`src/shared/grfc_pkg.sv`:
```
// Package for the gated reciprocal frequency counter.
// Assumes one 50 MHz system clock and a plain register port.
package grfc_pkg;

  // Register offsets on the plain port
  localparam logic [3:0] REG_CONTROL = 4'h0;
  localparam logic [3:0] REG_STATUS  = 4'h1;
  localparam logic [3:0] REG_RESULT  = 4'h2;

  // Control field positions
  localparam int CTL_START     = 0;
  localparam int CTL_RECIP     = 1;
  localparam int CTL_SRC_LO    = 2;
  localparam int CTL_SRC_HI    = 3;
  localparam int CTL_RANGE_LO  = 4;
  localparam int CTL_RANGE_HI  = 6;
  localparam logic [15:0] CONTROL_RESET = 16'h0000;

  // Input selector codes
  localparam logic [1:0] SRC_COUNTER_IN = 2'h0;
  localparam logic [1:0] SRC_DEMOD      = 2'h1;
  localparam logic [1:0] SRC_OFFSET     = 2'h2;

  // Gate decades 1 ms .. 10 s in 1 kHz reference ticks
  localparam int GATE_STEPS = 5;
  localparam int RECIP_STEPS = 3;
  localparam logic [13:0] GATE_TICKS [GATE_STEPS] =
    '{14'h0001, 14'h000a, 14'h0064, 14'h03e8, 14'h2710};
  // Reciprocal clock: 10 MHz, 1 MHz, 100 kHz as divide ratios of 10 MHz
  localparam logic [6:0] RECIP_DIV [RECIP_STEPS] = '{7'h01, 7'h0a, 7'h64};

  localparam int SYNC_STAGES = 3;

  typedef enum logic [1:0] {ST_IDLE, ST_ARM, ST_RUN, ST_DONE} grfc_state_t;

endpackage : grfc_pkg

```
`src/core/grfc_counter.sv`:
```
// Frequency counter core: input selector, gate and reciprocal timing, 16-bit accumulator.
// Assumes references and signal inputs are asynchronous square waves slower than 12.5 MHz.
// Function
// - Processor selects counter input: front-end signal, demod audio or offset tone.
// - Offset tone serves carrier error; demod audio serves signalling decode.
// - Direct mode counts selected input cycles in 16 bits while gate open.
// - Gate time selectable from 1 ms to 10 s by processor.
// - Every gate time is divided down from the 1 kHz reference.
// - Reciprocal mode counts reference clocks during one input period.
// - Reciprocal clock selectable from 10 MHz down to 100 kHz.
// - Reciprocal clocks are divided from the 10 MHz reference.
// - The 16-bit result is readable over the processor port.
`timescale 1ns/1ns
module grfc_counter
  import grfc_pkg::*;
(
  input  wire logic        clk_sys,
  input  wire logic        arst_n,
  input  wire logic        counter_input,
  input  wire logic        calibrated_demod_audio,
  input  wire logic        carrier_offset_tone,
  input  wire logic        kilohertz_reference,
  input  wire logic        ten_megahertz_reference,
  input  wire logic [3:0]  reg_addr,
  input  wire logic [15:0] reg_wdata,
  input  wire logic        reg_wr,
  input  wire logic        reg_rd,
  output logic [15:0]      reg_rdata,
  output logic             meas_busy,
  output logic             result_ready
);
  import grfc_pkg::*;

  ////////////////////////////////////////////////////////////////////////////
  typedef struct packed {
    grfc_state_t state;
    logic [15:0] control;
    logic [15:0] accum;
    logic [15:0] result;
    logic        ready;
    logic        overflow;
    logic [13:0] gate_cnt;
    logic [6:0]  div_cnt;
    logic [15:0] rdata;
    logic        busy;
  } grfc_core_t;

  grfc_core_t st;
  grfc_core_t next_st;

  logic sig_rise;
  logic khz_rise;
  logic mhz_rise;
  logic sel_sig;

  ////////////////////////////////////////////////////////////////////////////
  // Input selector ahead of the synchroniser keeps one edge detector
  always_comb begin
    case (st.control[CTL_SRC_HI:CTL_SRC_LO])
      SRC_DEMOD:  sel_sig = calibrated_demod_audio;
      SRC_OFFSET: sel_sig = carrier_offset_tone;
      default:    sel_sig = counter_input;
    endcase
  end

  // Selected input and both references each pass three synchroniser flip-flops
  grfc_edge_sync u_sig_sync (
    .clk_sys  (clk_sys),
    .arst_n   (arst_n),
    .async_in (sel_sig),
    .rise     (sig_rise)
  );

  grfc_edge_sync u_khz_sync (
    .clk_sys  (clk_sys),
    .arst_n   (arst_n),
    .async_in (kilohertz_reference),
    .rise     (khz_rise)
  );

  // Limitation: at 50 MHz a 10 MHz reference is sampled with little margin
  grfc_edge_sync u_mhz_sync (
    .clk_sys  (clk_sys),
    .arst_n   (arst_n),
    .async_in (ten_megahertz_reference),
    .rise     (mhz_rise)
  );

  ////////////////////////////////////////////////////////////////////////////
  logic [2:0]  range_sel;
  logic [13:0] gate_len;
  logic [6:0]  div_len;
  logic        recip;
  logic        clk_tick;
  logic        wr_ctl;
  logic [16:0] acc_inc;

  always_comb begin
    range_sel = st.control[CTL_RANGE_HI:CTL_RANGE_LO];
    recip     = st.control[CTL_RECIP];
    // Codes beyond each table fall back to the longest setting
    gate_len  = GATE_TICKS[GATE_STEPS-1];
    div_len   = RECIP_DIV[RECIP_STEPS-1];
    for (int i = 0; i < GATE_STEPS; i++) begin
      if (range_sel == 3'(i)) begin
        gate_len = GATE_TICKS[i];
      end
    end
    for (int i = 0; i < RECIP_STEPS; i++) begin
      if (range_sel == 3'(i)) begin
        div_len = RECIP_DIV[i];
      end
    end
    clk_tick = mhz_rise && (st.div_cnt == div_len - 7'h01);
    // Writes to any other offset are dropped
    wr_ctl   = reg_wr && (reg_addr == REG_CONTROL);
    // One incrementer for both modes keeps the wrap and overflow rule identical
    acc_inc  = {1'b0, st.accum} + 17'h00001;
  end

  ////////////////////////////////////////////////////////////////////////////
  always_comb begin
    next_st = st;
    if (wr_ctl) begin
      next_st.control = reg_wdata;
      next_st.control[CTL_START] = 1'b0;
    end
    if (mhz_rise) begin
      next_st.div_cnt = clk_tick ? 7'h00 : st.div_cnt + 7'h01;
    end
    case (st.state)
      ST_IDLE: begin
        // Start is honoured only here; while busy only the control fields move
        if (wr_ctl && reg_wdata[CTL_START]) begin
          next_st.accum    = 16'h0000;
          // Overflow sticks until the next start so a wrapped count is never trusted
          next_st.overflow = 1'b0;
          next_st.gate_cnt = 14'h0000;
          next_st.div_cnt  = 7'h00;
          next_st.ready    = 1'b0;
          next_st.state    = ST_ARM;
        end
      end
      ST_ARM: begin
        // Gate opens on a reference edge (direct) or input edge (reciprocal)
        if (recip ? sig_rise : khz_rise) begin
          // Divider restarts with the gate so every clock inside it is a whole one
          next_st.div_cnt = 7'h00;
          next_st.state   = ST_RUN;
        end
      end
      ST_RUN: begin
        if (recip) begin
          if (clk_tick) begin
            {next_st.overflow, next_st.accum} = acc_inc;
            next_st.overflow = next_st.overflow | st.overflow;
          end
          if (sig_rise) begin
            next_st.state = ST_DONE;
          end
        end else begin
          if (sig_rise) begin
            {next_st.overflow, next_st.accum} = acc_inc;
            next_st.overflow = next_st.overflow | st.overflow;
          end
          if (khz_rise) begin
            next_st.gate_cnt = st.gate_cnt + 14'h0001;
            if (st.gate_cnt == gate_len - 14'h0001) begin
              next_st.state = ST_DONE;
            end
          end
        end
      end
      ST_DONE: begin
        // Result stays put until the next measurement finishes
        next_st.result = st.accum;
        next_st.ready  = 1'b1;
        next_st.state  = ST_IDLE;
      end
      default: next_st.state = ST_IDLE;
    endcase
    next_st.busy = (next_st.state != ST_IDLE);
    //////////////////////////////////////////////////////////////////////////
    // Read port: data valid only in the cycle after the strobe
    next_st.rdata = 16'h0000;
    if (reg_rd) begin
      case (reg_addr)
        REG_CONTROL: next_st.rdata = st.control;
        REG_STATUS:  next_st.rdata = {13'h0000, st.overflow, st.ready, st.busy};
        REG_RESULT: begin
          next_st.rdata = st.result;
          next_st.ready = 1'b0;
        end
        default:     next_st.rdata = 16'h0000;
      endcase
    end
    // A finishing measurement wins over a read clearing ready
    if (st.state == ST_DONE) begin
      next_st.ready = 1'b1;
    end
  end

  ////////////////////////////////////////////////////////////////////////////
  always_ff @(posedge clk_sys or negedge arst_n) begin
    if (!arst_n) begin
      st         <= '0;
      st.state   <= ST_IDLE;
      st.control <= CONTROL_RESET;
    end else begin
      st <= next_st;
    end
  end

  ////////////////////////////////////////////////////////////////////////////
  assign reg_rdata    = st.rdata;
  assign meas_busy    = st.busy;
  assign result_ready = st.ready;
endmodule : grfc_counter

```
`src/core/grfc_edge_sync.sv`:
```
// Three-stage synchroniser with rising edge detector.
// Assumes an asynchronous input and clk_sys domain.
`timescale 1ns/1ns
module grfc_edge_sync
  import grfc_pkg::*;
(
  input  wire logic clk_sys,
  input  wire logic arst_n,
  input  wire logic async_in,
  output logic      rise
);
  typedef struct packed {
    logic [SYNC_STAGES-1:0] sh;
    logic                   level;
    logic                   rise;
  } grfc_sync_t;

  grfc_sync_t state;
  grfc_sync_t next_state;

  // First stage feeds only the second; a level is accepted once stages two and three agree
  always_comb begin
    next_state = state;
    next_state.sh = {state.sh[SYNC_STAGES-2:0], async_in};
    if (state.sh[1] == state.sh[2]) begin
      next_state.level = state.sh[2];
    end
    next_state.rise = next_state.level & ~state.level;
  end

  always_ff @(posedge clk_sys or negedge arst_n) begin
    if (!arst_n) begin
      state <= '0;
    end else begin
      state <= next_state;
    end
  end

  assign rise = state.rise;
endmodule : grfc_edge_sync

```
`config.mk`:
```
export PLATFORM = sky130hd
export DESIGN_NAME = grfc_counter
export DESIGN_NICKNAME = d
export VERILOG_FILES = /design/src/shared/grfc_pkg.sv /design/src/core/grfc_counter.sv /design/src/core/grfc_edge_sync.sv
export SDC_FILE = /design/constraint.sdc
export NUM_CORES = 1
export LEC_CHECK = 0
export ABC_AREA = 1
export BUFFER_PORTS_ARGS = -buffer_cell sky130_fd_sc_hd__buf_2
export CAP_MARGIN = 20
export CORE_ASPECT_RATIO = 0.6
export CORE_UTILIZATION = 51
export CTS_CLUSTER_DIAMETER = 150
export CTS_CLUSTER_SIZE = 40
export DETAILED_ROUTE_END_ITERATION = 10
export HOLD_SLACK_MARGIN = 0.12
export PLACE_DENSITY = 0.71
export SYNTH_ARGS = -nofsm -noshare
export SYNTH_HDL_FRONTEND = slang
export SYNTH_SLANG_ARGS = --single-unit
export TNS_END_PERCENT = 100
```
`constraint.sdc`:
```
create_clock -name clk_sys -period 3 [get_ports clk_sys]
set_clock_uncertainty 0.2 [all_clocks]
set_input_delay 0.3 -clock clk_sys [delete_from_list [all_inputs] [get_ports clk_sys]]
set_output_delay 0.3 -clock clk_sys [all_outputs]
set_load 0.1 [all_outputs]
```
# Word level (Yosys, flattened, before mapping)
# Cells that the tools add are included.
totals:
  ff_bits: 104
  input_bits: 29
  output_inout_bits: 18
  word_cells: 104
classes:
  addsub: 5
  eq_ne: 21
  n_mux: 42
  n_bitwise: 7
  n_reduce_logical: 10
op_table:
  columns: ["operator", "count"]
  rows:
  - ["2-to-1 mux 14 bit", 7]
  - ["2-to-1 mux 16 bit", 5]
  - ["one-hot mux 16 bit (3 select lines)", 1]
  - ["2-to-1 mux 7 bit", 6]
  - ["one-hot mux 16 bit (2 select lines)", 1]
  - ["one-hot mux 15 bit (2 select lines)", 1]
  - ["2-to-1 mux 23 bit", 1]
  - ["adder 16 x 1 -> 17 bit (second input constant)", 1]
  - ["adder 14 x 1 -> 14 bit (second input constant)", 1]
  - ["equality test 14 bit", 1]
  - ["one-hot mux 7 bit (2 select lines)", 1]
  - ["subtractor 14 x 1 -> 14 bit (second input constant)", 1]
  - ["2-to-1 mux 2 bit", 6]
  - ["2-to-1 mux 1 bit", 11]
  - ["one-hot mux 2 bit (4 select lines)", 1]
  - ["AND reduction 4 bit", 2]
  - ["adder 7 x 1 -> 7 bit (second input constant)", 1]
  - ["equality test 7 bit", 1]
  - ["subtractor 7 x 1 -> 7 bit (second input constant)", 1]
  - ["equality test 2 bit (second input constant)", 3]
  - ["equality test 3 x 2 -> 1 bit (second input constant)", 2]
  - ["equality test 2 x 1 -> 1 bit (second input constant)", 2]
  - ["equality test 4 x 1 -> 1 bit (second input constant)", 1]
  - ["equality test 4 x 2 -> 1 bit (second input constant)", 1]
  - ["other kinds (16)", 26]

# Longest topological paths before layout
# Gate-level depths: netlist (run 1).
logic_depth:
  ltp_word: 14
  depth_mapped: 15
  mapped_depth_nobuf: 14

# By module
# Synthesis (run 1) repeated with hierarchy kept, for this count alone.
unflattened:
  hier_cells: 675
  hier_area_um2: 5460.2
modules_own_cells:
  columns: ["mod", "instances", "cells_per_inst", "area_each_um2", "seq_area_each_um2"]
  rows:
  - ["grfc_counter", 1, 642, 5013.6, 2227.1]
  - ["grfc_edge_sync", 3, 11, 148.9, 125.1]

# Least setup slack after synthesis (run 1)
# OpenSTA, ideal clock, no wires.
synth_timing:
  path_type: "flip-flop to flip-flop"
  start: "reg st (netlist bit range_sel[0])"
  end: "reg st[56] in the netlist's numbering"
  arrival_time_ns: 1.840
  path_slack_ns: 0.844
  stages_incl_launch_ff: 15
  n_path_buf: 2
  period_less_slack_ns: 2.156
  cell_sequence: "dfrtp_1 buf_6 nor2_4 nand2_1 ha_1 o21ai_0 a21oi_1 nand3_1 nor2_2 nand2_4 nand2_8 nand2_8 buf_8 nand2_2 nand2_2"
synth_via:
  elab_chain_len: 9
synth_lines:
  columns: ["item", "line", "text"]
  rows:
  - ["start: declaration", "grfc_counter.sv:48", "grfc_core_t st;"]
  - ["start signal: assignment", "grfc_counter.sv:210", "st <= next_st;"]
  - ["logical NOT 3 bit", "grfc_counter.sv:110", "if (range_sel == 3'(i)) begin"]
  - ["2-to-1 mux 7 bit (2 in a row)", "grfc_counter.sv:110", null]
  - ["2-to-1 mux 7 bit *", "grfc_counter.sv:110", null]
  - ["subtractor 7 x 1 -> 7 bit *", "grfc_counter.sv:114", "clk_tick = mhz_rise && (st.div_cnt == div_len - 7'h01);"]
  - ["equality test 7 bit *", "grfc_counter.sv:114", null]
  - ["logical AND 1 bit *", "grfc_counter.sv:114", null]
  - ["inequality test 3 bit (no line) *", null, null]
  - ["AND reduction 4 bit (no line) *", null, null]
# Every way passes the cells marked *; elsewhere a longest branch is shown, timed or not.
# A chain may end at the register's enable or synchronous reset.

# Worst setup path after layout (run 1)
layout_timing:
  start: "in reg_addr[2]"
  end: "reg st[27] in the netlist's numbering"
layout_via:
  elab_chain_len: 5
layout_lines:
  columns: ["item", "line", "text"]
  rows:
  - ["start: declaration", "grfc_counter.sv:24", "input wire logic [3:0] reg_addr,"]
  - ["logical NOT 4 bit", "grfc_counter.sv:116", "wr_ctl = reg_wr && (reg_addr == REG_CONTROL);"]
  - ["logical AND 1 bit", "grfc_counter.sv:116", null]
  - ["logical AND 1 bit", "grfc_counter.sv:134", "if (wr_ctl && reg_wdata[CTL_START]) begin"]
  - ["inequality test 2 bit (no line)", null, null]
  - ["AND reduction 4 bit (no line)", null, null]
# Every way passes these cells.

==> results of run 1 <==
-- state kept, by name (all words and copies together), names as in the netlist, 2 cells and up --
name and flops:
u_sig_sync.state 2, u_khz_sync.state 2, st 67, u_mhz_sync.next_state 2, u_sig_sync.next_state 2, range_sel 3
u_khz_sync.next_state 2, reg_rdata 16, u_mhz_sync.state 2
-- layer usage --
metal  track usage  vias to the layer above  routed length, um
li1              -                     2248                  -
met1         0.404                     2111               6700
met2         0.313                      220               4740
met3        0.0531                       10               1210
met4        0.0578                        0                116
met5             0                        -                  0
-- power by group --
| part | leakage, nW | internal (mW) | total, mW | switching [mW] |
|---|---|---|---|---|
| Sequential | 1.36 | 1.62 | 1.86 | 0.246 |
| Combinational | 1.43 | 0.358 | 1.10 | 0.743 |
| Clock | 0.137 | 0.596 | 1.13 | 0.535 |
-- cell type report --
type | count | area share
clock buffer | 10 | 0.0381
clock inverter | 6 | 0.00779
inverter | 64 | 0.0383
multi-input combinational | 451 | 0.390
sequential | 104 | 0.415
tap | 135 | 0.0270
timing repair buffer | 75 | 0.0831
-- stage by stage --
stage	instances	area, um^2	hold slack [ns]
after detailed placement	806	5750	0.140
after floorplan	656	5510	-0.196
after CTS	845	6260	0.138
after global placement	806	5750	0.134
after global routing	845	6260	0.166
final	845	6260	0.153
-- placed cells by master (no fill, tap or decap), types with 2 or more instances in the layout --
cell	count
nor2_1	50
dfrtp_1	104
clkbuf_16	9
nand2_2	21
nor2b_1	3
ha_1	7
o21ai_0	27
nand2_8	2
inv_6	2
buf_2	45
o31ai_1	4
xor2_1	20
maj3_1	3
o221ai_1	2
nand2_1	136
xnor2_1	4
nand2_4	4
buf_4	6
nand3_1	68
nor2_2	5
nor3b_1	2
inv_1	61
clkinvlp_4	2
nor3_1	19
a21oi_1	26
nor2_4	3
nand4_1	27
mux2_2	11
dlygate4sd3_1	23
inv_2	3
-- kinds of logic (layout without fill, tap and decap cells) --
group | count (synthesis) | in the layout | synth area share
adder cells (fa/ha/maj) | 10 | 10 | 0.0213
AND/OR/NAND/NOR | 343 | 343 | 0.299
multiplexers | 11 | 11 | 0.0225
buffers and inverters | 101 | 155 | 0.0851
AO/OA/AOI/OAI | 63 | 63 | 0.0624
XOR/XNOR | 24 | 24 | 0.0381
flip-flops | 104 | 104 | 0.472
-- worst max path at each step --
stage                      start     end
CTS                 range_sel[0]  st[64]
global placement     reg_addr[1]  st[27]
global route         reg_addr[2]  st[35]
floorplan           range_sel[0]  st[56]
finish               reg_addr[2]  st[27]
detailed placement   reg_addr[1]  st[27]
==> results.ini, run 1 <==
[die]
rows=28
ioPinCount=47
die_h_um=82.5
die-area_um2=11200
core_um2=10200
start_util=0.543
die_w_um=136

[grt]
grt_pass1_wl_um=20800
grt_pass1_vias=4015
gr-usage-all-layers=0.246
grt_max_degree=50
grt-ovfl-total=0
antenna_found_initial=0

[timing]
relSlewSlack=0.443
worst_slew_pin_slew_ns=0.833
min_period_over_period=0.823
hold_violations=0
fmax_mhz=405
setup_ws_ns=0.532
tns_ns=0
setup_violations=0
drv_slew=0
rsz0062_at_grt=no
period_minus_slack_ns=2.47

[worst_setup_path]
critPathRequiredTime_ns=3.02
critPathSlowestCell=nor2_1
r2r-end=st[64]
worstPathArrival_ns=2.49
critPathMostFrequentCell=nor2_2
crit_type=input port to register
worst-path-buf-inv=3
r2r_cells=12
worstSetupPathDepth=9
rrSetupSlack_ns=0.57
worstPathMaxFanout=14
crit_chain=dlygate4sd3_1 > buf_2 > nor2_2 > nand4_1 > nor2_2 > nor2_1 > inv_1 > a21oi_1 > nor3_1
cp-end-kind=register
slowest_delay_ns=0.60
cpLargestDelayFamily=buffers and inverters
r2r_start=range_sel[0]
crit_path_start_kind=input port

[clock_network]
htree_levels=3
clk_latency_ns=0.35
postCtsSetupBuffers=0
cts_buffers=9
cts.repair.resized=0
cts.clk_slew.worst_paths_ns=0.07
cts_tree=done
cts.sinks=104
max-clock-path-buffers=2
cts_root_buffer=clkbuf_16
ctsHoldBuffers=23

[placed_design]
routabilityCongestion=0.988
portBuffers=46
dp_hpwl_um=9150
dpl_worst_slack_ns=0.479

[power]
power_density_nw_per_um2=654
power.total_mw=4.09
ir_drop_mv=0.411
leakagePower_nw=2.93

[final_layout]
multiInputGateArea_um2=2440
fill_cells=862
area_growth_pct=13.6
layout.nets=741
diodes=0
post-route-util=0.617
drive_gt1_frac=0.166
regArea_um2=2600

[drt]
drt-total-wl_um=12800
dr_total_vias=4589
drt_iter0_drc=403
firstDrtPassIters=5
vias_per_cell=5.43
detail_route.wl_per_cell_um=15.1
ant_nets=0
drc=0

[logic_synthesis]
synth_area_um2=5510
ys_seq_elements=104
async_flop_share=1.00
synth_top_cell_by_area=dfrtp_1
syn_inst=656
synth.avg_cell_area_um2=8.41
synth.net_count=692
yosys-top-cells-count=136 x nand2_1, 104 x dfrtp_1, 68 x nand3_1
ys_seq_area_frac=0.472
ys.flop_type=dfrtp_1
yosys-top-cells-area=dfrtp_1 47%, nand2_1 9.3%, nand3_1 6.2%
synth_top_area_frac=0.472
synth-edff-count=0
yosys_warnings=0
synthDistinctLibCells=37
synth_most_common_cell=nand2_1

[outcome]
status=completed

[run]
max-cap-violations=0

[min_path]
holdCritStartpoint=u_khz_sync.next_state[3]
holdPathEnd=u_khz_sync.next_state[4]
min_path_type=register to register
hold_depth=0

Note: power is estimated with default switching activity, not from simulation.
==> run 2: changes to the inputs <==
PLACE_DENSITY = 0.74   (was 0.71)
clock period = 2.27 ns   (was 3 ns; I/O delays follow)
==> results.ini, run 2 (synthesis results as in run 1) <==
[power]
power_density_nw_per_um2=874
p_clk_frac=0.286
p_comb_frac=0.291
sequentialPowerShare=0.423
ir_drop_mv=0.629
p_sw_mw=2.17
power.total_mw=5.77
switching_share=0.376
leakagePower_nw=3.07
p_int_mw=3.60

[grt]
grt_pass1_vias=4380
gr-usage-all-layers=0.258
grt-ovfl-total=0
antenna_found_initial=0
grt_max_degree=43
grt_pass1_wl_um=21900

[timing]
setup_ws_ns=-0.0454
fmax_mhz=432
min_period_over_period=1.02
drv_slew=0
hold_violations=0
relSlewSlack=0.551
hold-worst-slack_ns=0.157
period_minus_slack_ns=2.32
rsz0062_at_grt=yes
tns_ns=-0.266
worst_slew_pin_slew_ns=0.668
setup_violations=14

[final_layout]
top_register=st
drive_gt1_frac=0.207
final_cell_area_um2=6610
mostFrequentLayoutCells=134 x nand2_1, 102 x dfrtp_1, 64 x nand3_1, 60 x inv_1, 51 x nor2_1
largest_register_ffs=67
area_growth_pct=19.8
layout.nets=767
regArea_um2=2610
layout_commonest_cell=nand2_1
fin_cells=871
fill_cells=824
diodes=0
multiInputGateArea_um2=2540

[placed_design]
dp_hpwl_um=9730
portBuffers=46
postPlaceCellArea_um2=5850
dp.cells=819
routabilityCongestion=0.913

[die]
die_h_um=82.5
core_um2=10200
rows=28
die_w_um=136
die-area_um2=11200
ioPinCount=47
start_util=0.543

[drt]
vias_per_cell=5.58
ant_nets=0
detail_route.wl_per_cell_um=16.4
firstDrtPassIters=5
drt-total-wl_um=14300
drt_iter0_drc=582
dr_total_vias=4857
drc=0

[clock_network]
cts.clk_slew.worst_paths_ns=0.08
cts_root_buffer=clkbuf_16
cts.sinks=104
max-clock-path-buffers=2
clk_latency_ns=0.35
htree_levels=3
cts_buffers=9
cts_tree=done

[worst_setup_path]
crit_path_start_kind=register
slowest_delay_ns=0.47
cp-end-kind=register
worstPathMaxFanout=5
critPathRequiredTime_ns=2.36
crit_chain=inv_2 > nand3_2 > ha_4 > o21ai_0 > a21oi_1 > nand3_1 > nor2_2 > nand2_4 > buf_4 > nand2_4 > nand3_1 > nand2_2
critPathSlowestCell=dfrtp_2
worstPathArrival_ns=2.41
crit_type=register to register

[min_path]
min_path_type=register to register

[run]
max-cap-violations=0

[outcome]
status=finished with violations
violations=negative setup slack

[run 2: changes by cell type in the layout (fill, tap and decap cells not counted), moves of 3 or more]
cell,change
dlygate4sd3_1,+3
buf_4,+19
nand3_1,-4
nand3_2,+4
[run 2: timing repair]
item / in CTS / in global routing
setup endpoints to repair: 1 / 35
hold buffers: 26 / 0
resized for setup: 1 / 16
setup buffers: 0 / 8
gates cloned: 0 / 2
endpoints found under the hold margin: 119 / 0
pin swaps: 0 / 8
[run 2: cell type report]
cell class,instances,share of cell area
tap,135,0.0256
multi-input combinational,453,0.385
clock inverter,7,0.0152
inverter,64,0.0364
clock buffer,9,0.0341
sequential,104,0.394
timing repair buffer,99,0.110
[run 2: routing by layer]
metal  routed length [um]  share of wire  vias to the layer above  GRT usage
met5                    0              0                        -          0
met4                   96         0.0067                        0     0.0544
met3                 1390          0.098                       13     0.0775
met2                 5950           0.42                      240      0.378
met1                 6810           0.48                     2305      0.373
li1                     -              -                     2299          -
[run 2: worst paths after layout]
check / startpoint / to / slack (ns) / cells after the start
setup reg to reg: range_sel[2] / st[38] / -0.05 / 12
hold / removal: u_khz_sync.next_state[3] / u_khz_sync.next_state[4] / 0.16 / 0
hold reg to reg: u_khz_sync.next_state[3] / u_khz_sync.next_state[4] / 0.16 / 0
min in group asynchronous: arst_n / u_khz_sync.rise / 0.21 / 2
setup / recovery: range_sel[2] / st[38] / -0.05 / 12
max in group asynchronous: arst_n / st[70] / 1.04 / 3
[run 2: power by group through the flow]
stage / clock network, mW / logic, mW / registers [mW]
after floorplan: 0 / 1.01 / 2.48
after global placement: 0 / 1.44 / 2.44
after detailed placement: 0 / 1.48 / 2.46
after CTS: 1.68 / 1.53 / 2.42
after global routing: 1.75 / 1.83 / 2.47
final: 1.65 / 1.68 / 2.44
[run 2: critical path, delay by kind of cell (launching register included)]
kind | cells | cell delay [ns]
compound gates | 2 | 0.25
fa+ha+maj | 1 | 0.27
buf+inv | 2 | 0.28
flops | 1 | 0.47
simple gates | 7 | 0.79
[run 2: stage by stage]
| step | utilization | worst slack, ns |
|---|---|---|
| 6_report | 0.650 | -0.0454 |
| 4_1_cts | 0.634 | 0.0157 |
| 5_1_grt | 0.650 | -0.135 |
| 2_1_floorplan | - | 0.114 |
| 3_3_place_gp | 0.576 | 0.0802 |
| 3_5_place_dp | 0.576 | 0.0270 |
